<file path="config.mk">
export PLATFORM = sky130hd
export DESIGN_NAME = gsr_status_top
export DESIGN_NICKNAME = d
export VERILOG_FILES = /design/src/design/gsr_pkg.sv /design/src/design/gsr_event_reg.sv /design/src/design/gsr_srq_ctrl.sv /design/src/design/gsr_status_top.sv
export SDC_FILE = /design/constraint.sdc
export NUM_CORES = 1
export LEC_CHECK = 0
export CAP_MARGIN = 20
export CELL_PAD_IN_SITES_DETAIL_PLACEMENT = 1
export CELL_PAD_IN_SITES_GLOBAL_PLACEMENT = 2
export CORE_MARGIN = 5
export CORE_UTILIZATION = 37
export DETAILED_ROUTE_END_ITERATION = 10
export DONT_BUFFER_PORTS = 1
export GPL_ROUTABILITY_DRIVEN = 0
export GPL_TIMING_DRIVEN = 0
export PLACE_DENSITY = 0.74
export SETUP_SLACK_MARGIN = 0.05
export SKIP_LAST_GASP = 1
export SLEW_MARGIN = 20
export SYNTH_ARGS = -nofsm -noshare
export SYNTH_HDL_FRONTEND = slang
export SYNTH_SLANG_ARGS = --single-unit
</file>
<file path="constraint.sdc">
create_clock -name sys_clk_i -period 2.3 [get_ports sys_clk_i]
set_input_delay 0.575 -clock sys_clk_i [delete_from_list [all_inputs] [get_ports sys_clk_i]]
set_output_delay 0.575 -clock sys_clk_i [all_outputs]
set_load 0.02 [all_outputs]
</file>
<file path="src/design/gsr_pkg.sv">
// Purpose: Shared constants and carrier types for the status reporting block
// Assumes: One 100 MHz clock domain
// Notes: Bit positions follow the status byte layout
package gsr_pkg;
  localparam int GSR_STB_W = 8;
  localparam int GSR_DEV_W = 16;
  localparam int GSR_STD_W = 8;
  localparam int GSR_BIT_DSB = 3;
  localparam int GSR_BIT_MAV = 4;
  localparam int GSR_BIT_ESB = 5;
  localparam int GSR_BIT_MSS = 6;
  localparam logic [7:0] GSR_SRE_RST = 8'h00;
  localparam logic [7:0] GSR_ESE_RST = 8'h00;
  localparam logic [15:0] GSR_DSE_RST = 16'h0000;
  localparam logic [7:0] GSR_STD_USED = 8'hB9;
  localparam logic [7:0] GSR_STB_RST = 8'h00;

  // Command codes from the decoder
  typedef enum logic [2:0] {
    GSR_CMD_NONE = 3'h0,
    GSR_CMD_CLS = 3'h1,
    GSR_CMD_SRE = 3'h2,
    GSR_CMD_ESE = 3'h3,
    GSR_CMD_DSE = 3'h4,
    GSR_CMD_ESR_Q = 3'h5,
    GSR_CMD_DSR_Q = 3'h6,
    GSR_CMD_STB_Q = 3'h7
  } gsr_cmd_t;

  typedef struct packed {
    logic valid;
    gsr_cmd_t cmd;
    logic [15:0] value;
  } gsr_req_t;

  typedef struct packed {
    logic valid;
    logic [15:0] data;
  } gsr_rsp_t;
endpackage

</file>
<file path="src/design/gsr_event_reg.sv">
// Purpose: Latching event register with enable mask and summary
// Assumes: Conditions are synchronous to sys_clk_i
// Notes: No write path into the event bits
`timescale 1ns/1ps
`default_nettype none
module gsr_event_reg import gsr_pkg::*; #(
  parameter int W = 8,
  parameter logic [W-1:0] USED = '1
) (
  input wire logic clk_i,
  input wire logic rst_n_i,
  input wire logic [W-1:0] cond_i,
  input wire logic clear_i,
  input wire logic mask_we_i,
  input wire logic [W-1:0] mask_i,
  output logic [W-1:0] event_o,
  output logic [W-1:0] mask_o,
  output logic summary_o
);
  logic [W-1:0] ev_q, ev_d, mk_q, mk_d;
  logic sum_q, sum_d;

  always_comb begin
    // Set wins over clear so no event is lost
    ev_d = clear_i ? '0 : ev_q;
    ev_d = ev_d | (cond_i & USED);
    mk_d = mask_we_i ? mask_i : mk_q;
    // Clear drops the summary with the bits, no stale pulse
    sum_d = |(ev_q & mk_q) && !clear_i;
  end

  always_ff @(posedge clk_i or negedge rst_n_i) begin
    if (!rst_n_i) begin
      ev_q <= '0;
      mk_q <= '0;
      sum_q <= 1'b0;
    end else begin
      ev_q <= ev_d;
      mk_q <= mk_d;
      sum_q <= sum_d;
    end
  end

  assign event_o = ev_q;
  assign mask_o = mk_q;
  assign summary_o = sum_q;
endmodule
`default_nettype wire

</file>
<file path="src/design/gsr_srq_ctrl.sv">
// Purpose: Request-service flag and bus service request line
// Assumes: Master summary is registered
// Notes: Flag sets on rising master summary
`timescale 1ns/1ps
`default_nettype none
module gsr_srq_ctrl import gsr_pkg::*; (
  input wire logic clk_i,
  input wire logic rst_n_i,
  input wire logic mss_i,
  input wire logic poll_done_i,
  input wire logic cls_i,
  output logic rqs_o,
  output logic srq_oe_o
);
  logic rqs_q, rqs_d, mss_prev_q, mss_prev_d;

  always_comb begin
    mss_prev_d = cls_i ? 1'b0 : mss_i;
    rqs_d = rqs_q;
    if (poll_done_i || cls_i) begin
      rqs_d = 1'b0;
    end
    if (mss_i && !mss_prev_q && !cls_i) begin
      rqs_d = 1'b1;
    end
  end

  always_ff @(posedge clk_i or negedge rst_n_i) begin
    if (!rst_n_i) begin
      rqs_q <= 1'b0;
      mss_prev_q <= 1'b0;
    end else begin
      rqs_q <= rqs_d;
      mss_prev_q <= mss_prev_d;
    end
  end

  assign rqs_o = rqs_q;
  assign srq_oe_o = rqs_q;
endmodule
`default_nettype wire

</file>
<file path="src/design/gsr_status_top.sv">
// Purpose: Status reporting hierarchy of a bus instrument port
// Assumes: Commands arrive decoded on one clock; mask values already binary
// Notes: SRQ is open-drain, enable high pulls the line low
// Operation
// - Event bits latch and hold conditions
// - Event bits clear on query or clear-status
// - Event registers cannot be written
// - Masked OR of events gives summary bit
// - Every event register has writable enable mask
// - Master summary lands in status bit 6
// - Request enable bit 6 always enabled
// - Serial poll returns byte, clears request flag
// - Clear-status clears byte except bit 4, flag, summary, SRQ
// - Bit 3 follows masked device events
// - Bit 4 set while output data waits
// - Bit 5 follows masked standard events
// - Bit 6 set by any enabled status bit
// - Flag and SRQ set on master summary
// - Power-on clears the whole status byte
// - Clear-status keeps bit 4 while data waits
// - Status query leaves all bits unchanged
// - Request mask cleared by reset or zero
// - Standard register and mask clearing conditions
`timescale 1ns/1ps
`default_nettype none
module gsr_status_top import gsr_pkg::*; #(
  parameter int DEV_W = GSR_DEV_W
) (
  input wire logic sys_clk_i,
  input wire logic nrst_i,
  input wire gsr_req_t req_i,
  input wire logic [DEV_W-1:0] dev_cond_i,
  input wire logic [GSR_STD_W-1:0] std_cond_i,
  input wire logic out_buf_avail_i,
  input wire logic spoll_i,
  output gsr_rsp_t rsp_o,
  output logic [GSR_STB_W-1:0] spoll_byte_o,
  output logic srq_oe_o,
  output logic [GSR_STB_W-1:0] service_status_byte_o
);
  logic rst_s1_q, rst_n;
  logic cls, dev_clr, std_clr, stb_q_rd;
  logic dev_sum, std_sum, rqs;
  logic [DEV_W-1:0] dev_ev;
  logic [GSR_STD_W-1:0] std_ev;
  logic [7:0] sre_q, sre_d, stb_q, stb_d, sp_q, sp_d;
  logic mss_q, mss_d;
  gsr_rsp_t rsp_q, rsp_d;

  function automatic logic is_cmd(gsr_req_t r, gsr_cmd_t c);
    return r.valid && (r.cmd == c);
  endfunction

  // Reset release synchroniser
  always_ff @(posedge sys_clk_i or negedge nrst_i) begin
    if (!nrst_i) begin
      rst_s1_q <= 1'b0;
      rst_n <= 1'b0;
    end else begin
      rst_s1_q <= 1'b1;
      rst_n <= rst_s1_q;
    end
  end

  assign cls = is_cmd(req_i, GSR_CMD_CLS);
  assign dev_clr = cls || is_cmd(req_i, GSR_CMD_DSR_Q);
  assign std_clr = cls || is_cmd(req_i, GSR_CMD_ESR_Q);
  assign stb_q_rd = is_cmd(req_i, GSR_CMD_STB_Q);

  gsr_event_reg #(.W(DEV_W), .USED('1)) u_dev (
    .clk_i(sys_clk_i),
    .rst_n_i(rst_n),
    .cond_i(dev_cond_i),
    .clear_i(dev_clr),
    .mask_we_i(is_cmd(req_i, GSR_CMD_DSE)),
    .mask_i(req_i.value[DEV_W-1:0]),
    .event_o(dev_ev),
    .mask_o(),
    .summary_o(dev_sum)
  );

  gsr_event_reg #(.W(GSR_STD_W), .USED(GSR_STD_USED)) u_std (
    .clk_i(sys_clk_i),
    .rst_n_i(rst_n),
    .cond_i(std_cond_i),
    .clear_i(std_clr),
    .mask_we_i(is_cmd(req_i, GSR_CMD_ESE)),
    .mask_i(req_i.value[GSR_STD_W-1:0]),
    .event_o(std_ev),
    .mask_o(),
    .summary_o(std_sum)
  );

  gsr_srq_ctrl u_srq (
    .clk_i(sys_clk_i),
    .rst_n_i(rst_n),
    .mss_i(mss_q),
    .poll_done_i(spoll_i),
    .cls_i(cls),
    .rqs_o(rqs),
    .srq_oe_o(srq_oe_o)
  );

  always_comb begin
    stb_d = GSR_STB_RST;
    // Summaries drop the cycle a clearing read empties the source
    stb_d[GSR_BIT_DSB] = dev_sum && !dev_clr;
    stb_d[GSR_BIT_ESB] = std_sum && !std_clr;
    stb_d[GSR_BIT_MAV] = out_buf_avail_i;
    // Bit 6 of the mask is ignored in the summary term
    // Taken from the next byte so bit 6 never outlives its cause
    mss_d = |(stb_d & sre_q & ~(8'h01 << GSR_BIT_MSS));
    if (cls) begin
      mss_d = 1'b0;
    end
    stb_d[GSR_BIT_MSS] = mss_d;
    sre_d = sre_q;
    if (is_cmd(req_i, GSR_CMD_SRE)) begin
      sre_d = req_i.value[7:0] | (8'h01 << GSR_BIT_MSS);
    end
    // Poll byte: bits 0-5, 7 and request flag in bit 6
    sp_d = {stb_q[7], rqs, stb_q[5:0]};
    rsp_d.valid = 1'b0;
    rsp_d.data = 16'h0000;
    if (stb_q_rd) begin
      rsp_d.valid = 1'b1;
      rsp_d.data = {8'h00, stb_q};
    end else if (is_cmd(req_i, GSR_CMD_ESR_Q)) begin
      rsp_d.valid = 1'b1;
      rsp_d.data = {8'h00, std_ev};
    end else if (is_cmd(req_i, GSR_CMD_DSR_Q)) begin
      rsp_d.valid = 1'b1;
      rsp_d.data = 16'(dev_ev);
    end
  end

  always_ff @(posedge sys_clk_i or negedge rst_n) begin
    if (!rst_n) begin
      stb_q <= GSR_STB_RST;
      mss_q <= 1'b0;
      sre_q <= GSR_SRE_RST | (8'h01 << GSR_BIT_MSS);
      sp_q <= 8'h00;
      rsp_q <= '0;
    end else begin
      stb_q <= stb_d;
      mss_q <= mss_d;
      sre_q <= sre_d;
      sp_q <= sp_d;
      rsp_q <= rsp_d;
    end
  end

  assign rsp_o = rsp_q;
  assign spoll_byte_o = sp_q;
  assign service_status_byte_o = stb_q;
endmodule
`default_nettype wire

</file>
==> results of run 1 <==
==> routing by layer <==
layer	up-vias	share of wire, %	GRT usage (%)
li1	724	-	-
met5	-	0	0
met3	5	7.7	5.79
met2	51	49	21.9
met4	0	1.1	4.10
met1	834	43	17.4
==> cell usage after synthesis, types with 2 or more instances <==
library cell / number
dfrtp_1: 76
mux2_2: 27
a21o_1: 21
and2_1: 12
buf_4: 12
a22oi_1: 11
nor2_1: 7
nand3_1: 3
a21oi_1: 2
a221oi_1: 2
a22o_1: 2
conb_1: 2
nand2b_1: 2
nor2b_1: 2
==> sequential cells by signal, indices dropped and copies added, names as in the netlist, 3 cells and up <==
signal	count
rsp_o	17
u_dev.event_o	16
u_dev.mask_o	16
u_std.event_o	5
u_std.mask_o	5
service_status_byte_o	4
spoll_byte_o	4
sre_q	3
==> per-stage QoR <==
step	std cells	power [uW]	instance area (um2)
after floorplan	204	1900	2910
after global placement	306	1960	3040
after detailed placement	307	1980	3070
after CTS	324	3130	3310
after global routing	324	3260	3310
final	324	3080	3310
==> layout make-up <==
cell class                      instances  area, um2
Timing Repair Buffer                    2       37.5
Clock buffer                           11        141
Sequential cell                        76       1910
Tap cell                              102        128
Multi-Input combinational cell        114        901
Fill cell                             778       4340
Clock inverter                          5       85.1
Buffer                                 14        109
==> worst paths after layout <==
path | start | to | slack, ns | cells after the start
setup reg to reg | u_dev.mask_o[9]$_DFFE_PN0P_ | u_dev.summary_o$_DFF_PN0_ | 0.94 | 4
setup / recovery | req_i[16] | u_dev.mask_o[9]$_DFFE_PN0P_ | 0.79 | 4
min in group sys_clk_i | out_buf_avail_i | service_status_byte_o[4]$_DFF_PN0_ | 0.25 | 0
max in group asynchronous | rst_n$_DFF_PN0_ | u_srq.mss_prev_q$_DFF_PN0_ | 1.52 | 1
hold reg to reg | rst_n$_DFF_PN0_ | u_std.mask_o[3]$_DFFE_PN0P_ | 0.22 | 0
hold / removal | rst_n$_DFF_PN0_ | u_std.mask_o[3]$_DFFE_PN0P_ | 0.22 | 0
==> power by group through the flow <==
stage / clock network [uW] / logic, uW / registers [uW]
after global routing: 1240 / 339 / 1680
after global placement: 0 / 269 / 1690
final: 1130 / 298 / 1650
after floorplan: 0 / 242 / 1650
after CTS: 1170 / 304 / 1660
after detailed placement: 0 / 301 / 1680
==> cell families (layout without fill, tap and decap cells) <==
family | Yosys count | in the layout | synth area share (%)
AOI/OAI and AO/OA | 41 | 41 | 10.8
buffers and inverters | 14 | 32 | 3.77
DFF | 76 | 76 | 65.9
muxes | 28 | 28 | 10.9
other | 2 | 9 | 0.260
and+or+nand+nor | 36 | 36 | 8.37
==> results.cfg, run 1 <==
[power]
seq_power_share_pct = 53.6
clkPwrFrac_pct = 36.7
ir_worst_vdd_mv = 0.507
switching_share_pct = 24.8
powerDensity_nw_per_um2 = 932
combinationalPowerShare_pct = 9.7
p_sw_uw = 766
p_leak_uw = 0.00142
internal_power_uw = 2320

[placed_design]
place_hpwl_um = 4530
numPortBuffers = 0
pre_cts_ws_ns = 0.405

[setup_path]
critPathLaunchType = input port
cp_cell_sequence = buf_4, nor3_4, buf_8, mux2_2
criticalPathCategory = input port to flip-flop
critical_path_required_ns = 2.53
critPathBufInv = 2
cp.arrival_ns = 1.74
worstSetupEndpointType = flip-flop
crit_fanout = 10
critical-path-slowest-cell = nor3_4
worst_path_largest_cell_delay_ns = 0.45
crit_family = simple AND/OR/NAND/NOR gates

[detailed_routing]
drtPass1Iterations = 4
post_drt_wl_per_cell_um = 19.1
num_vias = 1614
drtIter0Drc = 42
via_per_inst = 4.98
ant_nets = 0
drc_errors = 0
drt-total-wl_um = 6180

[sta]
fin_hold_ws_ns = 0.221
fin_crit_sh_pct = 65.8
clock.fmax_mhz = 661
tns_ns = 0
fin_crit_ns = 1.51
setup_ws_ns = 0.786
skew_ns = 0.0124
setup_viol = 0
rsz0062_at_grt = no
hold_viol_final = 0
report.final.slew_viol_count = 0

[finish]
final_common_cell = dfrtp_1
finalNetCount = 265
layout_common_cells = dfrtp_1 (75), mux2_2 (27), a21o_1 (21), buf_4 (12), and2_1 (12)
utilization_pct = 43.2
drive_gt1_share_pct = 28.4
diodes = 0
area_growth_pct = 14.6

[synthesis]
synth.top_cell.area_share_pct = 65.9
yosys.cell_types.count = 30
yosysWarnings = 0
synth_edf_count = 0
synth_area_leaders = dfrtp_1 (66%), mux2_2 (11%), a21o_1 (5.5%), buf_4 (3.1%), a22oi_1 (2.9%)
synth_top_cell_by_area = dfrtp_1
synth_area_per_cell_um2 = 14.6
ys_seq_elements = 76
synthArstFlopShare_pct = 100
synth_ff_type = dfrtp_1
synthCells = 197
synth_area_um2 = 2890
seq_area_frac_synth_pct = 65.9

[die]
io-pin-count = 82
fp.dieArea_um2 = 9660
die_height_um = 98.3
core_area_um2 = 7650
die_w_um = 98.3
initial_utilization_pct = 37.7
rows = 32

[worst_hold_path]
min_path_type = flip-flop to asynchronous set/reset pin

[cts]
clkSinkCount = 76
postCtsSetupBuffers = 0
insertion_delay_ns = 0.34
clk_pin_slew_worst_paths_ns = 0.08
cts_tree = yes
root_buffer = clkbuf_8
ctsHtreeMaxLevel = 3
clk_path_buf_depth = 2
cts-hold-fix-buffers = 1
cts_buffers = 9
cts_resized = 0

[global_routing]
grt_antenna_before_repair = 0
grt_max_degree = 52
first_global_vias = 1901
grt_overflow = 0
grt_usage_pct = 13.9
grt_pass1_wl_um = 10400

[run_status]
outcome = complete, no violations

[run]
maxCapViolations = 0
Note: power is estimated with default switching activity, not from simulation.
==> run 2: changes to the inputs <==
Clock period 2.3 ns to 1.2 ns, I/O delays scaled along.
==> run 2 against run 1 <==
Non-clock buffer count is 8 higher. Die area unchanged. Final cell count grew 2.5%. Global-route usage rose by 0.10 points. Worst hold slack worse by 0.18 ns. Largest power group unchanged. Highest routed layer unchanged. Critical path depth did not move. The flow now finishes with violations (setup timing). Register-to-register slack worse by 0.99 ns. Combinational power up 130%. Setup slack worse by 0.84 ns. Wire length rose by 3.6%.
==> results.cfg, run 2 (synthesis results as in run 1) <==
[run_status]
outcome = complete, but fails checks
violations = setup timing

[global_routing]
first_global_vias = 1835
use_met2_pct = 21.8
grt_overflow = 0
top_usage_layer = met2
grt_antenna_before_repair = 0
grt_pass1_wl_um = 10200
grt_max_degree = 75
grt_usage_pct = 14.0
met3_usage_pct = 8.29
gr-usage-met1_pct = 16.4

[placed_design]
place_hpwl_um = 4510
pre_cts_ws_ns = -0.338
numPortBuffers = 0

[sta]
report.final.slew_viol_count = 0
tns_ns = -0.0533
setup_viol = 1
hold_viol_final = 0
worst_pin_slew_ns = 0.528
rsz0062_at_grt = yes
clock.fmax_mhz = 798
fin_hold_ws_ns = 0.0422
fin_crit_ns = 1.25
setup_ws_ns = -0.0533
relSlewSlack_pct = 64.8
fin_crit_sh_pct = 104
skew_ns = 0.00814

[setup_path]
critPathBufInv = 0
reg2reg_to = u_dev.summary_o$_DFF_PN0_
cp_cell_sequence = a22o_1, a221oi_2, nand3_1, o21a_1
crit_fanout = 2
rr_startpoint = u_dev.mask_o[2]$_DFFE_PN0P_
criticalPathCategory = flip-flop to flip-flop
worst_path_largest_cell_delay_ns = 0.39
critical-path-slowest-cell = dfrtp_1
critical_path_required_ns = 1.43
cp-startpoint = u_dev.mask_o[2]$_DFFE_PN0P_
r2r_cells = 4
rrSetupSlack_ns = -0.05
cp.arrival_ns = 1.48
crit_family = compound AO/OA/AOI/OAI gates
path_depth = 4
critPathLaunchType = flip-flop
worstSetupEndpointType = flip-flop
crit_path_end = u_dev.summary_o$_DFF_PN0_

[power]
ir_worst_vdd_mv = 0.870
power_uw = 5970
p_leak_uw = 0.00150
powerDensity_nw_per_um2 = 1730

[cts]
clk_path_buf_depth = 2
root_buffer = clkbuf_8
clkSinkCount = 76
cts_tree = yes
ctsHtreeMaxLevel = 3
cts_buffers = 9
clk_pin_slew_worst_paths_ns = 0.08
insertion_delay_ns = 0.34

[detailed_routing]
drtIter0Drc = 46
drt-total-wl_um = 6400
num_vias = 1618
via_per_inst = 4.87
ant_nets = 0
post_drt_wl_per_cell_um = 19.3
drtPass1Iterations = 4
drc_errors = 0

[finish]
final_common_cell = dfrtp_1
diodes = 0
finalNetCount = 273
area_growth_pct = 19.4
largest_reg_flops = 17
layout_common_cells = dfrtp_1 (67), a21o_1 (21), mux2_2 (17), buf_4 (15), and2_1 (12)
drive_gt1_share_pct = 34.8

[worst_hold_path]
hold_path_depth = 1
min_path_type = input port to flip-flop

[die]
io-pin-count = 82
core_area_um2 = 7650
rows = 32
initial_utilization_pct = 37.7
die_height_um = 98.3
fp.dieArea_um2 = 9660
die_w_um = 98.3

[run]
maxCapViolations = 0
-- run 2: cell count changes in the layout (fill, tap and decap cells not counted), sizes merged --
cell	change
buf	+7
clkinv	+1
clkinvlp	-1
dlygate4sd3	+1
-- run 2: timing repair --
action,in CTS,in global routing
hold buffers,2,0
endpoints found under the hold margin,3,0
buffers inserted,6,2
pin swaps,4,0
resized for setup,4,7
setup endpoints to repair,10,83
-- run 2: how the worst min path moves through the flow --
stage | from | end | slack [ns]
after floorplan | nrst_i | rst_s1_q$_DFF_PN0_ | 0.004
after global placement | nrst_i | rst_s1_q$_DFF_PN0_ | 0.004
after detailed placement | nrst_i | rst_s1_q$_DFF_PN0_ | 0.004
after CTS | dev_cond_i[1] | u_dev.event_o[1]$_DFF_PN0_ | 0.02
after global routing | dev_cond_i[2] | u_dev.event_o[2]$_DFF_PN0_ | 0.008
final | dev_cond_i[1] | u_dev.event_o[1]$_DFF_PN0_ | 0.04
-- run 2: area by class of cell --
cell class | instances | area, um2
clock inverter | 5 | 75.1
sequential | 76 | 1920
tap | 102 | 128
timing repair buffer | 10 | 92.6
buffer | 14 | 141
multi-input combinational | 114 | 951
clock buffer | 11 | 141
fill | 782 | 4200
-- run 2: metrics by stage --
step | cell area (um2) | instances | utilization (%)
4_1_cts | 3410 | 330 | 44.6
6_report | 3440 | 332 | 45.0
2_1_floorplan | 2980 | 204 | -
3_3_place_gp | 3110 | 306 | 40.7
3_5_place_dp | 3110 | 306 | 40.7
5_1_grt | 3440 | 332 | 45.0
-- run 2: layer usage --
| layer | wire length [um] | vias to the layer above |
|---|---|---|
| li1 | - | 738 |
| met1 | 2640 | 812 |
| met2 | 3080 | 61 |
| met3 | 598 | 7 |
| met4 | 75 | 0 |
| met5 | 0 | - |
-- run 2: power breakdown --
part / switching (uW) / internal, uW
Sequential: 309 / 2880
Combinational: 255 / 418
Clock: 883 / 1220
==> run 3: changes to the inputs <==
Settings changed: CORE_ASPECT_RATIO set to 0.7, PLACE_DENSITY 0.74 to unset, PLACE_DENSITY_LB_ADDON set to 0.1.
==> run 3 against run 2 <==
The flow still finishes with violations (setup timing). Non-clock buffer count fell by 1. Wire length increased by 6.0%. Sequential power hardly changed. Global-route usage up 1.3 points. Clock power up 4%. Cell area hardly changed. Total power is 1.7% higher. Register-to-register slack worse by 0.05 ns. Largest power group unchanged. Highest routed layer unchanged.
==> results.cfg, run 3 (synthesis results as in run 1) <==
[run_status]
outcome = complete, but fails checks
violations = setup timing

[sta]
fin_crit_sh_pct = 109
fin_crit_ns = 1.30
skew_ns = 0.00874
setup_ws_ns = -0.104
relSlewSlack_pct = 65.9
tns_ns = -0.104
hold_viol_final = 0
worst_pin_slew_ns = 0.512
report.final.slew_viol_count = 0
setup_viol = 1
rsz0062_at_grt = yes
clock.fmax_mhz = 767

[placed_design]
placed_cell_area_um2 = 3110
numPortBuffers = 0
pre_cts_ws_ns = -0.348
place_hpwl_um = 4830
dp.cells = 305

[setup_path]
reg2reg_to = u_dev.summary_o$_DFF_PN0_
crit_fanout = 2
criticalPathCategory = flip-flop to flip-flop
rrSetupSlack_ns = -0.10
critPathLaunchType = flip-flop
critical_path_required_ns = 1.44
cp.arrival_ns = 1.54
worstSetupEndpointType = flip-flop
r2r_cells = 4
rr_startpoint = u_dev.mask_o[2]$_DFFE_PN0P_

[die]
initial_utilization_pct = 37.3
rows = 27
io-pin-count = 82
core_area_um2 = 7740
fp.dieArea_um2 = 9690
die_height_um = 83.9
die_w_um = 116

[power]
internal_power_uw = 4560
p_sw_uw = 1500
switching_share_pct = 24.8
seq_power_share_pct = 52.7
powerDensity_nw_per_um2 = 1760
ir_worst_vdd_mv = 0.626
p_leak_uw = 0.00149
clkPwrFrac_pct = 36.1
combinationalPowerShare_pct = 11.2

[global_routing]
grt_pass1_wl_um = 11000
grt_antenna_before_repair = 0
grt_overflow = 0
grt_max_degree = 39
grt_usage_pct = 15.2
first_global_vias = 1884

[finish]
area_growth_pct = 19.3
diodes = 0
utilization_pct = 44.5
final_common_cell = dfrtp_1
finalNetCount = 272
fin_cells = 329
layout_common_cells = dfrtp_1 (71), a21o_1 (21), mux2_2 (17), buf_4 (14), and2_1 (12)
final_area_um2 = 3440
drive_gt1_share_pct = 33.3
largest_reg_flops = 17
fill_cells = 787

[cts]
cts_tree = yes
cts_buffers = 9
insertion_delay_ns = 0.34
clkSinkCount = 76
ctsHtreeMaxLevel = 3
root_buffer = clkbuf_8
clk_path_buf_depth = 2
clk_pin_slew_worst_paths_ns = 0.08

[worst_hold_path]
hold_path_depth = 1
hp-start = dev_cond_i[11]
min_path_type = input port to flip-flop
hold_path_end = u_dev.event_o[11]$_DFF_PN0_

[detailed_routing]
drc_errors = 0
via_per_inst = 5.04
num_vias = 1659
ant_nets = 0
drtIter0Drc = 79
drt-total-wl_um = 6780
post_drt_wl_per_cell_um = 20.6
drtPass1Iterations = 4

[run]
maxCapViolations = 0
[run 3: what timing repair did]
action | 4_1_cts | 5_1_grt
endpoints found under the hold margin | 3 | 0
resized for setup | 4 | 4
setup buffers | 6 | 1
endpoints found under the setup margin | 21 | 8
hold buffers | 2 | 0
pin swaps | 2 | 1
[run 3: power by group through the flow]
stage | logic (uW) | clock network [uW] | registers (uW)
final | 679 | 2190 | 3200
after global routing | 747 | 2360 | 3250
after CTS | 679 | 2240 | 3200
after detailed placement | 593 | 0 | 3270
after global placement | 579 | 0 | 3250
after floorplan | 517 | 0 | 3170
[run 3: per-layer routing]
| layer | share of wire (%) | wire (um) | up-vias | track usage [%] |
|---|---|---|---|---|
| met2 | 44 | 3000 | 66 | 21.4 |
| met4 | 1.1 | 72 | 0 | 4.16 |
| met1 | 45 | 3030 | 846 | 21.1 |
| met5 | 0 | 0 | - | 0 |
| met3 | 10 | 686 | 7 | 7.03 |
| li1 | - | - | 740 | - |
[run 3: how the worst max path moves through the flow]
stage | start | endpoint | slack [ns]
2_1_floorplan | req_i[17] | u_dev.mask_o[10]$_DFFE_PN0P_ | -0.14
3_3_place_gp | req_i[17] | u_dev.mask_o[7]$_DFFE_PN0P_ | -0.34
3_5_place_dp | req_i[17] | u_dev.mask_o[13]$_DFFE_PN0P_ | -0.35
4_1_cts | u_dev.mask_o[2]$_DFFE_PN0P_ | u_dev.summary_o$_DFF_PN0_ | -0.08
5_1_grt | u_dev.event_o[2]$_DFF_PN0_ | u_dev.summary_o$_DFF_PN0_ | -0.16
6_report | u_dev.mask_o[2]$_DFFE_PN0P_ | u_dev.summary_o$_DFF_PN0_ | -0.10
[run 3: cell type report]
| type | instances | area, um2 | share of cell area (%) |
|---|---|---|---|
| well taps | 101 | 126 | 3.67 |
| flip-flops and latches | 76 | 1910 | 55.5 |
| plain buffers | 14 | 141 | 4.11 |
| repair buffers | 9 | 85.1 | 2.47 |
| clock buffers | 11 | 151 | 4.40 |
| multi-input cells | 114 | 956 | 27.8 |
| clock inverters | 4 | 72.6 | 2.11 |
[run 3: per-stage QoR]
stage	hold WS (ns)	power, uW
final	0.0414	6070
after global routing	0.0135	6360
after global placement	0.00446	3830
after CTS	0.0305	6120
after detailed placement	0.00446	3860
after floorplan	0.00441	3690
[run 3: critical path: stages (launching register included)]
cell and delay, ns:
dfrtp_1 0.38, a22o_1 0.25, a221oi_2 0.26, nand3_1 0.12, o21a_1 0.19
